==> src/include/rps_map.vh <==
// Register map, field positions and reset values of the root port status block.
// Assumes a 32-bit APB register bus with byte addresses.
`ifndef RPS_MAP_VH
`define RPS_MAP_VH

// Register byte offsets
`define RPS_OFF_CONFIG        8'h48
`define RPS_OFF_GLOBAL        8'h50
`define RPS_OFF_PORT          8'h54

// Port register fields
`define RPS_BIT_CONNECT       0
`define RPS_BIT_ENABLE        1
`define RPS_BIT_SUSPEND       2
`define RPS_BIT_OVERCURRENT   3
`define RPS_BIT_RESET         4
`define RPS_BIT_POWER         8
`define RPS_BIT_SLOW          9
`define RPS_BIT_CONNECT_CHG   16
`define RPS_BIT_ENABLE_CHG    17
`define RPS_BIT_SUSPEND_CHG   18
`define RPS_BIT_OC_CHG        19
`define RPS_BIT_RESET_CHG     20

// Global command fields (write only, read as zero)
`define RPS_BIT_GLOBAL_OFF    0
`define RPS_BIT_GLOBAL_ON     16

// Configuration fields
`define RPS_BIT_PER_PORT      0
`define RPS_BIT_NO_SWITCH     1
`define RPS_BIT_POWER_MASK    2
`define RPS_BIT_REMOVABLE     3
`define RPS_FS_LO             4
`define RPS_FS_HI             5

// Reset values
`define RPS_CONFIG_RESET      6'h00
`define RPS_FLAG_RESET        1'b0

// Functional state in which a finished reset ends the reset state
`define RPS_FS_RUNNING        2'h1

`endif

==> src/design/rps_port_status.v <==
// Root hub port status and control register with its change flags.
// Assumes an APB master, and port line events already synchronous to CLK.
//
// How it works
// - Unused bits 31:21, 15:10 and 7:5 ignore writes and read zero.
// - Finished port reset sets bit 20; writing one clears it.
// - Any over-current indicator change sets bit 19; writing one clears it.
// - Finished resume sets bit 18; one-write or bit 20 setting clears it.
// - Over-current, disconnect power-off or bubble error sets bit 17; one-write clears.
// - Connect change, removable mask set, or commands without device set bit 16.
// - Bit 9 reads one for a low-speed device, zero for full speed.
// - Low-speed connect sets speed indication; full-speed connect clears it.
// - Bit 8 reads one while the port is powered.
// - Ganged mode: global power-on command powers the port.
// - Per-port mode, mask zero: global power-on command powers the port.
// - Per-port mode, mask one: own power-on write powers the port.
// - Ganged mode with switching: global power-off command removes power.
// - Per-port mode, mask zero: global power-off command removes power.
// - Per-port mode, mask one: own power-off write removes power.
// - Over-current always removes port power.
// - Reset command starts a port reset only with a device connected.
// - Reset ends on completion flag in running state, or on power loss.
// - Bit 0 reads one while a device is connected.
// - Bit 4 reads one while port reset is driven.
// - Port state and change flags are initialised only by hardware reset.
`timescale 1ns/10ps
`default_nettype none
`include "rps_map.vh"

module rps_port_status
#(
    parameter ADDR_W = 8
)
(
    // Clock and reset
    input  wire              CLK,
    input  wire              RESET_N,
    // APB slave
    input  wire              PSEL,
    input  wire              PENABLE,
    input  wire              PWRITE,
    input  wire [ADDR_W-1:0] PADDR,
    input  wire [31:0]       PWDATA,
    output reg  [31:0]       PRDATA,
    output wire              PREADY,
    output wire              PSLVERR,
    // Port line events
    input  wire              CONNECT_DET,
    input  wire              LOW_SPEED_DET,
    input  wire              OVERCURRENT_DET,
    input  wire              RESET_DONE,
    input  wire              RESUME_DONE,
    input  wire              BUBBLE_ERROR,
    input  wire              DISCONNECT_POWER_OFF,
    // Port controls
    output wire              PORT_POWER,
    output wire              PORT_RESET,
    output wire              PORT_ENABLE,
    output wire              PORT_SUSPEND
);

    // Bus decode
    wire        setup_rd;
    wire        wr;
    wire        hit_config;
    wire        hit_global;
    wire        hit_port;
    wire        mapped;
    wire        wr_port;
    wire        wr_global;
    wire        wr_config;

    // Configuration
    reg  [5:0]  config_reg;
    wire        power_switch_per_port;
    wire        no_power_switching;
    wire        port_power_mask;
    wire        removable_device_mask;
    wire [1:0]  controller_functional_state;

    // Port state
    reg         connected;
    reg         connect_prev;
    reg         port_overcurrent_flag;
    reg         oc_prev;
    reg         port_powered;
    reg         port_reset_active;
    reg         port_enabled;
    reg         port_suspended;
    reg         slow_device_attached;
    reg         reset_done_change;
    reg         overcurrent_change;
    reg         suspend_change;
    reg         enable_change;
    reg         connect_change;

    // Commands and events
    wire        global_power_on_cmd;
    wire        global_power_off_cmd;
    wire        port_power_on_cmd;
    wire        port_power_off_cmd;
    wire        port_reset_cmd;
    wire        port_enable_cmd;
    wire        port_suspend_cmd;
    wire        port_disable_cmd;
    wire        power_on;
    wire        power_off;
    wire        set_reset_chg;
    wire        set_oc_chg;
    wire        set_susp_chg;
    wire        set_en_chg;
    wire        set_conn_chg;
    wire        connect_rise;
    wire        removable_rise;
    wire        oc_rise;
    wire [31:0] port_word;

    // Write-one strobe of a bit in a written register word
    function one_written;
        input [31:0] data;
        input integer pos;
        begin
            one_written = data[pos];
        end
    endfunction

    assign setup_rd   = PSEL & ~PENABLE & ~PWRITE;
    assign wr         = PSEL & PENABLE & PWRITE;
    assign hit_config = (PADDR == `RPS_OFF_CONFIG);
    assign hit_global = (PADDR == `RPS_OFF_GLOBAL);
    assign hit_port   = (PADDR == `RPS_OFF_PORT);
    assign mapped     = hit_config | hit_global | hit_port;
    assign wr_port    = wr & hit_port;
    assign wr_global  = wr & hit_global;
    assign wr_config  = wr & hit_config;

    // Zero wait states; unmapped addresses answer with an error
    assign PREADY  = 1'b1;
    assign PSLVERR = PSEL & PENABLE & ~mapped;

    assign power_switch_per_port       = config_reg[`RPS_BIT_PER_PORT];
    assign no_power_switching          = config_reg[`RPS_BIT_NO_SWITCH];
    assign port_power_mask             = config_reg[`RPS_BIT_POWER_MASK];
    assign removable_device_mask       = config_reg[`RPS_BIT_REMOVABLE];
    assign controller_functional_state = config_reg[`RPS_FS_HI:`RPS_FS_LO];

    // Only ones act; zeros in a port or global write leave everything alone
    assign global_power_on_cmd  = wr_global & one_written(PWDATA, `RPS_BIT_GLOBAL_ON);
    assign global_power_off_cmd = wr_global & one_written(PWDATA, `RPS_BIT_GLOBAL_OFF);
    assign port_power_on_cmd    = wr_port & one_written(PWDATA, `RPS_BIT_POWER);
    assign port_power_off_cmd   = wr_port & one_written(PWDATA, `RPS_BIT_SLOW);
    assign port_reset_cmd       = wr_port & one_written(PWDATA, `RPS_BIT_RESET);
    assign port_enable_cmd      = wr_port & one_written(PWDATA, `RPS_BIT_ENABLE);
    assign port_suspend_cmd     = wr_port & one_written(PWDATA, `RPS_BIT_SUSPEND);
    assign port_disable_cmd     = wr_port & one_written(PWDATA, `RPS_BIT_CONNECT);

    assign power_on = (global_power_on_cmd & ~power_switch_per_port)
        | (global_power_on_cmd & ~no_power_switching & power_switch_per_port
           & ~port_power_mask)
        | (port_power_on_cmd & ~no_power_switching & power_switch_per_port
           & port_power_mask);

    assign power_off = (global_power_off_cmd & ~no_power_switching
           & ~power_switch_per_port)
        | (global_power_off_cmd & ~no_power_switching & power_switch_per_port
           & ~port_power_mask)
        | (port_power_off_cmd & ~no_power_switching & power_switch_per_port
           & port_power_mask)
        | OVERCURRENT_DET;

    assign connect_rise   = CONNECT_DET & ~connect_prev;
    assign oc_rise        = OVERCURRENT_DET & ~oc_prev;
    assign removable_rise = wr_config & one_written(PWDATA, `RPS_BIT_REMOVABLE)
                            & ~removable_device_mask;

    // A completion that arrives outside a reset is not a reset completion
    assign set_reset_chg = RESET_DONE & port_reset_active;
    assign set_oc_chg    = OVERCURRENT_DET ^ oc_prev;
    assign set_susp_chg  = RESUME_DONE;
    assign set_en_chg    = oc_rise | DISCONNECT_POWER_OFF | BUBBLE_ERROR;
    assign set_conn_chg  = (CONNECT_DET ^ connect_prev) | removable_rise
        | (~connected & (port_reset_cmd | port_enable_cmd | port_suspend_cmd));

    // Configuration and sampled line levels
    always @(posedge CLK or negedge RESET_N)
    begin
        if (!RESET_N)
        begin
            config_reg            <= `RPS_CONFIG_RESET;
            connected             <= 1'b0;
            connect_prev          <= 1'b0;
            port_overcurrent_flag <= 1'b0;
            oc_prev               <= 1'b0;
        end
        else
        begin
            if (wr_config)
                config_reg <= PWDATA[5:0];
            connected             <= CONNECT_DET;
            connect_prev          <= CONNECT_DET;
            port_overcurrent_flag <= OVERCURRENT_DET;
            oc_prev               <= OVERCURRENT_DET;
        end
    end

    // Port state; only the hardware reset initialises it
    always @(posedge CLK or negedge RESET_N)
    begin
        if (!RESET_N)
        begin
            port_powered         <= `RPS_FLAG_RESET;
            port_reset_active    <= `RPS_FLAG_RESET;
            port_enabled         <= `RPS_FLAG_RESET;
            port_suspended       <= `RPS_FLAG_RESET;
            slow_device_attached <= `RPS_FLAG_RESET;
        end
        else
        begin
            // Power-off wins so an over-current can never be overridden
            if (power_off)
                port_powered <= 1'b0;
            else if (power_on)
                port_powered <= 1'b1;

            if ((set_reset_chg & (controller_functional_state == `RPS_FS_RUNNING))
                | ~port_powered)
                port_reset_active <= 1'b0;
            else if (port_reset_cmd & connected)
                port_reset_active <= 1'b1;

            if (set_en_chg | port_disable_cmd | ~port_powered)
                port_enabled <= 1'b0;
            else if ((port_enable_cmd & connected) | set_reset_chg | set_susp_chg)
                port_enabled <= 1'b1;

            if (set_susp_chg | set_reset_chg | ~port_powered)
                port_suspended <= 1'b0;
            else if (port_suspend_cmd & connected)
                port_suspended <= 1'b1;

            if (connect_rise)
                slow_device_attached <= LOW_SPEED_DET;
        end
    end

    // Change flags: a set in the same cycle as a clear wins
    always @(posedge CLK or negedge RESET_N)
    begin
        if (!RESET_N)
        begin
            reset_done_change  <= `RPS_FLAG_RESET;
            overcurrent_change <= `RPS_FLAG_RESET;
            suspend_change     <= `RPS_FLAG_RESET;
            enable_change      <= `RPS_FLAG_RESET;
            connect_change     <= `RPS_FLAG_RESET;
        end
        else
        begin
            reset_done_change  <= set_reset_chg | (reset_done_change
                & ~(wr_port & PWDATA[`RPS_BIT_RESET_CHG]));
            overcurrent_change <= set_oc_chg | (overcurrent_change
                & ~(wr_port & PWDATA[`RPS_BIT_OC_CHG]));
            suspend_change     <= set_susp_chg | (suspend_change
                & ~(wr_port & PWDATA[`RPS_BIT_SUSPEND_CHG]) & ~set_reset_chg);
            enable_change      <= set_en_chg | (enable_change
                & ~(wr_port & PWDATA[`RPS_BIT_ENABLE_CHG]));
            connect_change     <= set_conn_chg | (connect_change
                & ~(wr_port & PWDATA[`RPS_BIT_CONNECT_CHG]));
        end
    end

    // Reserved positions are tied to zero
    assign port_word = {11'h000,
                        reset_done_change,
                        overcurrent_change,
                        suspend_change,
                        enable_change,
                        connect_change,
                        6'h00,
                        slow_device_attached,
                        port_powered,
                        3'h0,
                        port_reset_active,
                        port_overcurrent_flag,
                        port_suspended,
                        port_enabled,
                        connected};

    // Read data is captured in the setup cycle so the access needs no wait
    always @(posedge CLK or negedge RESET_N)
    begin
        if (!RESET_N)
            PRDATA <= 32'h00000000;
        else if (setup_rd)
        begin
            if (hit_port)
                PRDATA <= port_word;
            else if (hit_config)
                PRDATA <= {26'h0000000, config_reg};
            else
                PRDATA <= 32'h00000000;
        end
    end

    assign PORT_POWER   = port_powered;
    assign PORT_RESET   = port_reset_active;
    assign PORT_ENABLE  = port_enabled;
    assign PORT_SUSPEND = port_suspended;

endmodule // rps_port_status

`default_nettype wire

==> config.mk <==
export PLATFORM = sky130hd
export DESIGN_NAME = rps_port_status
export DESIGN_NICKNAME = d
export VERILOG_FILES = /design/src/design/rps_port_status.v
export VERILOG_INCLUDE_DIRS = /design/src /design/src/include
export SDC_FILE = /design/constraint.sdc
export NUM_CORES = 1
export LEC_CHECK = 0
export ABC_AREA = 1
export BUFFER_PORTS_ARGS = -buffer_cell sky130_fd_sc_hd__buf_2
export CAP_MARGIN = 25
export CORE_MARGIN = 3
export CORE_UTILIZATION = 23
export DETAILED_ROUTE_END_ITERATION = 7
export MAX_ROUTING_LAYER = met4
export PLACE_DENSITY = 0.53
export SKIP_CTS_REPAIR_TIMING = 1
export SYNTH_ARGS = -nofsm -noshare
export SYNTH_HDL_FRONTEND = slang
export SYNTH_SLANG_ARGS = --single-unit
==> constraint.sdc <==
create_clock -name CLK -period 2.8 [get_ports CLK]
set_input_delay 0.28 -clock CLK [delete_from_list [all_inputs] [get_ports CLK]]
set_output_delay 0.28 -clock CLK [all_outputs]
set_load 0.01 [all_outputs]
== After elaboration in Yosys (flattened, before gate mapping) ==
Index checks and enable logic that the tools add are counted.

* Equality and inequality tests: 4
* Mux-type cells: 10
* Bitwise gates (word level): 94
* Reductions and logical operators: 4

{| class="wikitable"
|+ Operators by type and width
! cell !! number
|-
| AND 1 bit || 51
|-
| bitwise OR 1 bit || 25
|-
| equality test 8 x 7 -> 1 bit (second input constant) || 3
|-
| 2-to-1 mux 21 bit || 1
|-
| NOT 1 bit || 16
|-
| 2-to-1 mux 1 bit || 8
|-
| nonzero test 2 bit || 4
|-
| 2-to-1 mux 6 bit || 1
|-
| equality test 2 x 1 -> 1 bit (second input constant) || 1
|-
| bitwise XOR 1 bit || 2
|}

* Register bits: 50
* Bits of input ports: 52
* Output and inout port bits: 38
* Logic and storage cells: 126

== Logic depth before layout (Yosys ltp) ==
Gate-level depths: netlist of run 1.

* Depth in word-level cells: 11
* Gate-level depth with buffers: 8
* Depth with buffers taken out: 8

== Least setup slack after synthesis of run 1 ==
OpenSTA, ideal clock, no wires.

* Path kind: input -> output
* Start: in PADDR[3]
* End: out PSLVERR
* Arrival: 0.960 ns
* Data required time: 2.520 ns
* Slack: 1.560 ns
* Stages: 6
* Path through: inv_1 > nor2_1 > nand2_1 > nor2_4 > buf_6 > nor3_1

* Word-level cells in the longest chain between the ends: 5
* Elaborated cells on any way between the ends: 7

{| class="wikitable"
|+ Ends and longest elaborated chain
! what !! RTL line !! text
|-
| from (decl) || rps_port_status.v:42 || <nowiki>input wire [ADDR_W-1:0] PADDR,</nowiki>
|-
| equality test 8 x 7 -> 1 bit (no line) || n/a ||
|-
| bitwise OR 1 bit || rps_port_status.v:132 || <nowiki>assign mapped = hit_config | hit_global | hit_port;</nowiki>
|-
| bitwise OR 1 bit (*) || rps_port_status.v:132 ||
|-
| NOT 1 bit (*) || rps_port_status.v:139 || <nowiki>assign PSLVERR = PSEL & PENABLE & ~mapped;</nowiki>
|-
| AND 1 bit (*) || rps_port_status.v:139 ||
|-
| to (decl) || rps_port_status.v:46 || <nowiki>output wire PSLVERR,</nowiki>
|}

Mark *: on every way between the ends. The rest lies on a longest branch, timed or not.

== Worst setup path in the final report of run 1 ==
* Start: in PADDR[1]
* End: out PSLVERR

The elaborated chain is that of the path after synthesis.

==> results_dict.tcl, run 1 <==
set metrics [dict create \
    relSlewSlack_pct 54.0 \
    cts.htree.levels 2 \
    vias 1456 \
    final.min_clock_period_ns 1.48 \
    drv_cap 0 \
    m1WireLength_mm 2.02 \
    routed-wl-met3_um 334 \
    largest_reg_flops 13 \
    yosysSeqAreaShare_pct 44.2 \
    drv_slew 0 \
    antenna_found_initial 0 \
    n_fill_cell 821 \
    netlist_instances 217 \
    diodes 0 \
    fp.dieW_um 93.4 \
    power_mw 0.974 \
    crit_family "simple AND/OR/NAND/NOR gates" \
    clk_latency_ns 0.28 \
    slowest_delay_ns 0.31 \
    drt_iter0_markers 37 \
    worst-path-max-fanout 14 \
    crit_slowest_cell "nor2_4" \
    crit_path_frequent_cell "buf_2" \
    dp_hpwl_mm 3.45 \
    grt_overflow 0 \
    routedWlPerCell_um 11.8 \
    power_density_mw_per_mm2 459 \
    dieArea_mm2 0.00872 \
    grt_setup_unrepaired "no" \
    worst_pin_slew_ns 0.690 \
    final_nets 322 \
    status "finished clean" \
    finalHoldViolCount 0 \
    cts.clk_slew.worst_paths_ns 0.06 \
    routed-wl-met2_mm 1.94 \
    worst-setup-path-type "primary input to primary output" \
    required_ns 2.52 \
    num_rows 31 \
    path_cells "buf_2 -> nor2_2 -> nand2_2 -> nor2_4 -> nor3_1 -> buf_2" \
    synth-seq-cells 31 \
    critPathLaunchType "primary input" \
    finalWirelength_mm 4.34 \
    drive_above_1_share_pct 27.1 \
    cp_data_arrival_time_ns 1.20 \
    io_pins 90 \
    chipHeight_um 93.4 \
    grt_usage_pct 11.0 \
    skew_ns 0.00172 \
    synth.cell_area_mm2 0.00176 \
    min_period_over_period_pct 52.7 \
    initial_core_util_pct 23.9 \
    fmax_mhz 677 \
    gp_congestion 0.793 \
    clock-sinks 31 \
    core_mm2 0.00733 \
    cts_tree "yes" \
    ys_types 30 \
    drt_drc_violations_left 0 \
    firstDrtPassIters 4 \
    worst_setup_path_end_kind "primary output" \
    finalSetupViolations 0 \
    irDropWorstVdd_mv 0.147 \
    top_layer_used "met4" \
    grt_max_degree 32 \
    worstHoldPathType "primary input to async pin" \
    syn_to_final_growth_pct 20.7 \
    vias_per_cell 3.96 \
    crit_buf_inv 2 \
    grt_pass1_vias 1493 \
    yosysWarnings 0 \
    cts_made_buffers 5 \
    timing.setup.tns_ns 0 \
    io_buffers 50 \
    grt_pass1_wl_mm 7.33 \
    cts_root_buf "clkbuf_8" \
    p_leak_nw 1.11 \
    cts_buffer_depth 2 \
    ant_nets 0 \
    synth.avg_cell_area_um2 8.09 \
]
-- report_power, final --
| group | internal [mW] | switching [mW] | leakage [nW] |
|---|---|---|---|
| Sequential | 0.464 | 0.00917 | 0.395 |
| Clock | 0.224 | 0.157 | 0.0515 |
| Combinational | 0.0423 | 0.0765 | 0.661 |
-- routing by layer --
layer / vias to the layer above / GRT usage [%]
met2: 49 / 16.6
met3: 6 / 3.30
met1: 644 / 14.4
li1: 757 / -
met4: 0 / 3.30
met5: - / -
-- area by class of cell --
type                       instances  area [um2]  share of cell area (%)
multi-input combinational        156         779                    36.8
inverter                          24        90.1                    4.25
sequential                        31         776                    36.6
timing repair buffer              50         250                    11.8
tap                               99         124                    5.84
clock buffer                       8         100                    4.72
-- cell usage in the layout, fill, tap and decap left out, types with 3 or more instances in the layout --
cell      count
o21ai_0       5
conb_1       20
a21oi_1       4
inv_1        22
nand3_1      23
nand2_1      51
dfrtp_1      31
nor2_2        3
a31oi_1       5
o31ai_1       5
buf_2        50
nor2_4        4
nor2_1       18
clkbuf_8      7
nand2_2       3
-- metrics by stage --
stage               area (um2)  setup WS, ns  utilization (%)  hold WS (ns)  cells
global placement          2020          1.21             27.5         0.372    360
CTS                       2120          1.31             28.9        0.0641    368
global route              2120          1.24             28.9        0.0866    368
detailed placement        2020          1.21             27.5         0.374    360
floorplan                 1820          1.56                -       -0.0156    235
finish                    2120          1.32             28.9        0.0419    368
-- cell families after synthesis --
family / share of synthesized area, %
AND/OR/NAND/NOR: 30.9
buffers and inverters: 15.3
flip-flops: 44.2
AO/OA/AOI/OAI: 7.77
adder cells (fa/ha/maj): 1.43
other: 0.428
-- synthesized netlist by cell type, drive strengths merged --
master / n / area (um2)
nand2: 55 / 221
dfrtp: 31 / 776
nor2: 26 / 151
inv: 24 / 90.1
nand3: 24 / 125
buf: 23 / 174
o21ai: 6 / 30.0
a21oi: 5 / 28.8
a31oi: 5 / 31.3
o31ai: 5 / 37.5
conb: 2 / 7.51
ha: 2 / 25.0
nand4: 2 / 12.5
nor3b: 2 / 15.0
clkbuf: 1 / 3.75
nor3: 1 / 5.00
o311ai: 1 / 8.76
or2: 1 / 6.26
or3: 1 / 6.26
-- worst paths after layout --
path / end / slack, ns / cells past startpoint / start
max: PSLVERR / 1.32 / 6 / PADDR[1]
min: PRDATA[20] / 0.04 / 1 / RESET_N
max reg2reg: PORT_ENABLE / 1.45 / 6 / oc_prev
min reg2reg: overcurrent_change / 0.47 / 2 / overcurrent_change
max in group asynchronous: config_reg[5] / 2.32 / 1 / RESET_N
min in group CLK: connect_prev / 0.13 / 1 / CONNECT_DET
Note: power is estimated with default switching activity, not from simulation.
==> run 2: changes to the inputs <==
- clock period: 2.8 -> 1.4 ns (I/O delays scaled with it)
==> run 2 against run 1 <==
  * First-iteration DRC count increased by 70%
  * Sequential share of layout area down 0.60 points
  * Clock skew up 0.0026 ns
  * Via count up 3.2%
  * Utilization is 0.48 points higher
  * Combinational power is 110% higher
  * Power up 88%
  * Clock power rose by 65%
  * Wire length shrank 0.12%
  * Largest power group unchanged
==> results_dict.tcl, run 2 (synthesis results as in run 1) <==
set metrics [dict create \
    grt_pass1_vias 1479 \
    drive_above_1_share_pct 28.2 \
    power.net_switching_mw 0.472 \
    core_mm2 0.00733 \
    irDropWorstVdd_mv 0.274 \
    final.min_clock_period_ns 1.32 \
    cts.htree.levels 2 \
    cts_made_buffers 5 \
    io_pins 90 \
    vias_per_cell 4.04 \
    fmax_mhz 760 \
    p_clk_share_pct 34.4 \
    largest_reg_flops 13 \
    grt_pass1_wl_mm 7.40 \
    combPwrFrac_pct 13.8 \
    critPathLaunchType "register" \
    antenna_found_initial 0 \
    multi_input_area_um2 792 \
    dieArea_mm2 0.00872 \
    required_ns 1.60 \
    grt.met1_usage_pct 14.8 \
    fin_worst_hold_slack_ns 0.0315 \
    chipHeight_um 93.4 \
    firstDrtPassIters 4 \
    regToRegEndpoint "PORT_ENABLE" \
    ant_nets 0 \
    status "finished clean" \
    busiest_layer "met2" \
    drv_slew 0 \
    cts_buffer_depth 2 \
    worst-path-max-fanout 2 \
    dp_hpwl_mm 3.47 \
    finalSetupViolations 0 \
    routedWlPerCell_um 11.7 \
    cts.clk_slew.worst_paths_ns 0.06 \
    cts_root_buf "clkbuf_8" \
    grt_usage_pct 11.2 \
    final_nets 328 \
    min_period_over_period_pct 94.0 \
    regArea_um2 776 \
    power_density_mw_per_mm2 848 \
    fp.dieW_um 93.4 \
    grt_overflow 0 \
    grt_max_degree 32 \
    n_fill_cell 793 \
    grt_setup_unrepaired "no" \
    diodes 0 \
    final_common_cell "nand2_1" \
    cts_tree "yes" \
    finalHoldViolCount 0 \
    p_leak_nw 1.12 \
    drt_iter0_markers 63 \
    finalWirelength_mm 4.34 \
    grt_util_met3_pct 2.98 \
    p_sw_share_pct 25.8 \
    r2r_cells 6 \
    syn_to_final_growth_pct 22.7 \
    reg2reg_slack_ns 0.08 \
    timing.setup.tns_ns 0 \
    most-common-layout-cells "nand2_1 (51), buf_2 (50), dfrtp_1 (31)" \
    clk_latency_ns 0.28 \
    initial_core_util_pct 23.9 \
    gp_congestion 0.786 \
    cp_data_arrival_time_ns 1.52 \
    worst_setup_path_end_kind "register" \
    drt_drc_violations_left 0 \
    min-delay-start "OVERCURRENT_DET" \
    skew_ns 0.00436 \
    clock-sinks 31 \
    hold_path_end "oc_prev" \
    grtUsageMet2_pct 16.7 \
    r2r-start "oc_prev" \
    seq_power_share_pct 51.8 \
    p_int_mw 1.36 \
    vias 1503 \
    worstHoldPathType "primary input to register" \
    holdPathStages 1 \
    drv_cap 0 \
    io_buffers 50 \
    num_rows 31 \
    worst-setup-path-type "register to register" \
]
==> run 2: power groups by stage <==
stage | clock network [mW] | registers [mW] | logic (mW)
after floorplan | 0 | 0.973 | 0.152
after global placement | 0 | 0.963 | 0.245
after detailed placement | 0 | 0.964 | 0.248
after CTS | 0.649 | 0.947 | 0.249
after global routing | 0.702 | 0.951 | 0.292
final | 0.629 | 0.946 | 0.252
==> run 2: per-layer routing <==
layer | up-vias | part of all wire (%)
met1 | 680 | 48
met2 | 47 | 45
li1 | 771 | -
met5 | - | 0
met3 | 5 | 6.3
met4 | 0 | 0.95
==> run 2: worst max path at each step <==
stage,from,endpoint,depth (start not counted)
after global placement,oc_prev,PORT_ENABLE,6
final,oc_prev,PORT_ENABLE,6
after global routing,oc_prev,PORT_ENABLE,6
after floorplan,oc_prev,enable_change,4
after CTS,oc_prev,PORT_ENABLE,6
after detailed placement,oc_prev,PORT_ENABLE,6
==> run 2: worst max-delay path, stage by stage (launching register included) <==
cell and delay, ns:
dfrtp_1 0.34, inv_1 0.04, ha_1 0.17, or3_4 0.40
nor2_4 0.11, o21ai_1 0.07, a21oi_1 0.11
==> run 2: metrics by stage <==
step | worst slack, ns | utilization [%] | cell area [um2] | power [mW] | instances
after floorplan | 0.179 | - | 1820 | 1.12 | 235
after global placement | 0.0757 | 27.9 | 2040 | 1.21 | 363
after detailed placement | 0.0381 | 27.9 | 2040 | 1.21 | 363
after CTS | 0.0266 | 28.8 | 2110 | 1.84 | 369
after global routing | 0.00104 | 29.4 | 2150 | 1.94 | 372
final | 0.0844 | 29.4 | 2150 | 1.83 | 372
==> run 2: layout make-up <==
| class | count | share of cell area [%] |
|---|---|---|
| multi-input cells | 156 | 36.8 |
| flip-flops and latches | 31 | 36.0 |
| repair buffers | 56 | 13.9 |
| well taps | 99 | 5.75 |
| inverters | 24 | 4.18 |
| clock buffers | 6 | 3.37 |
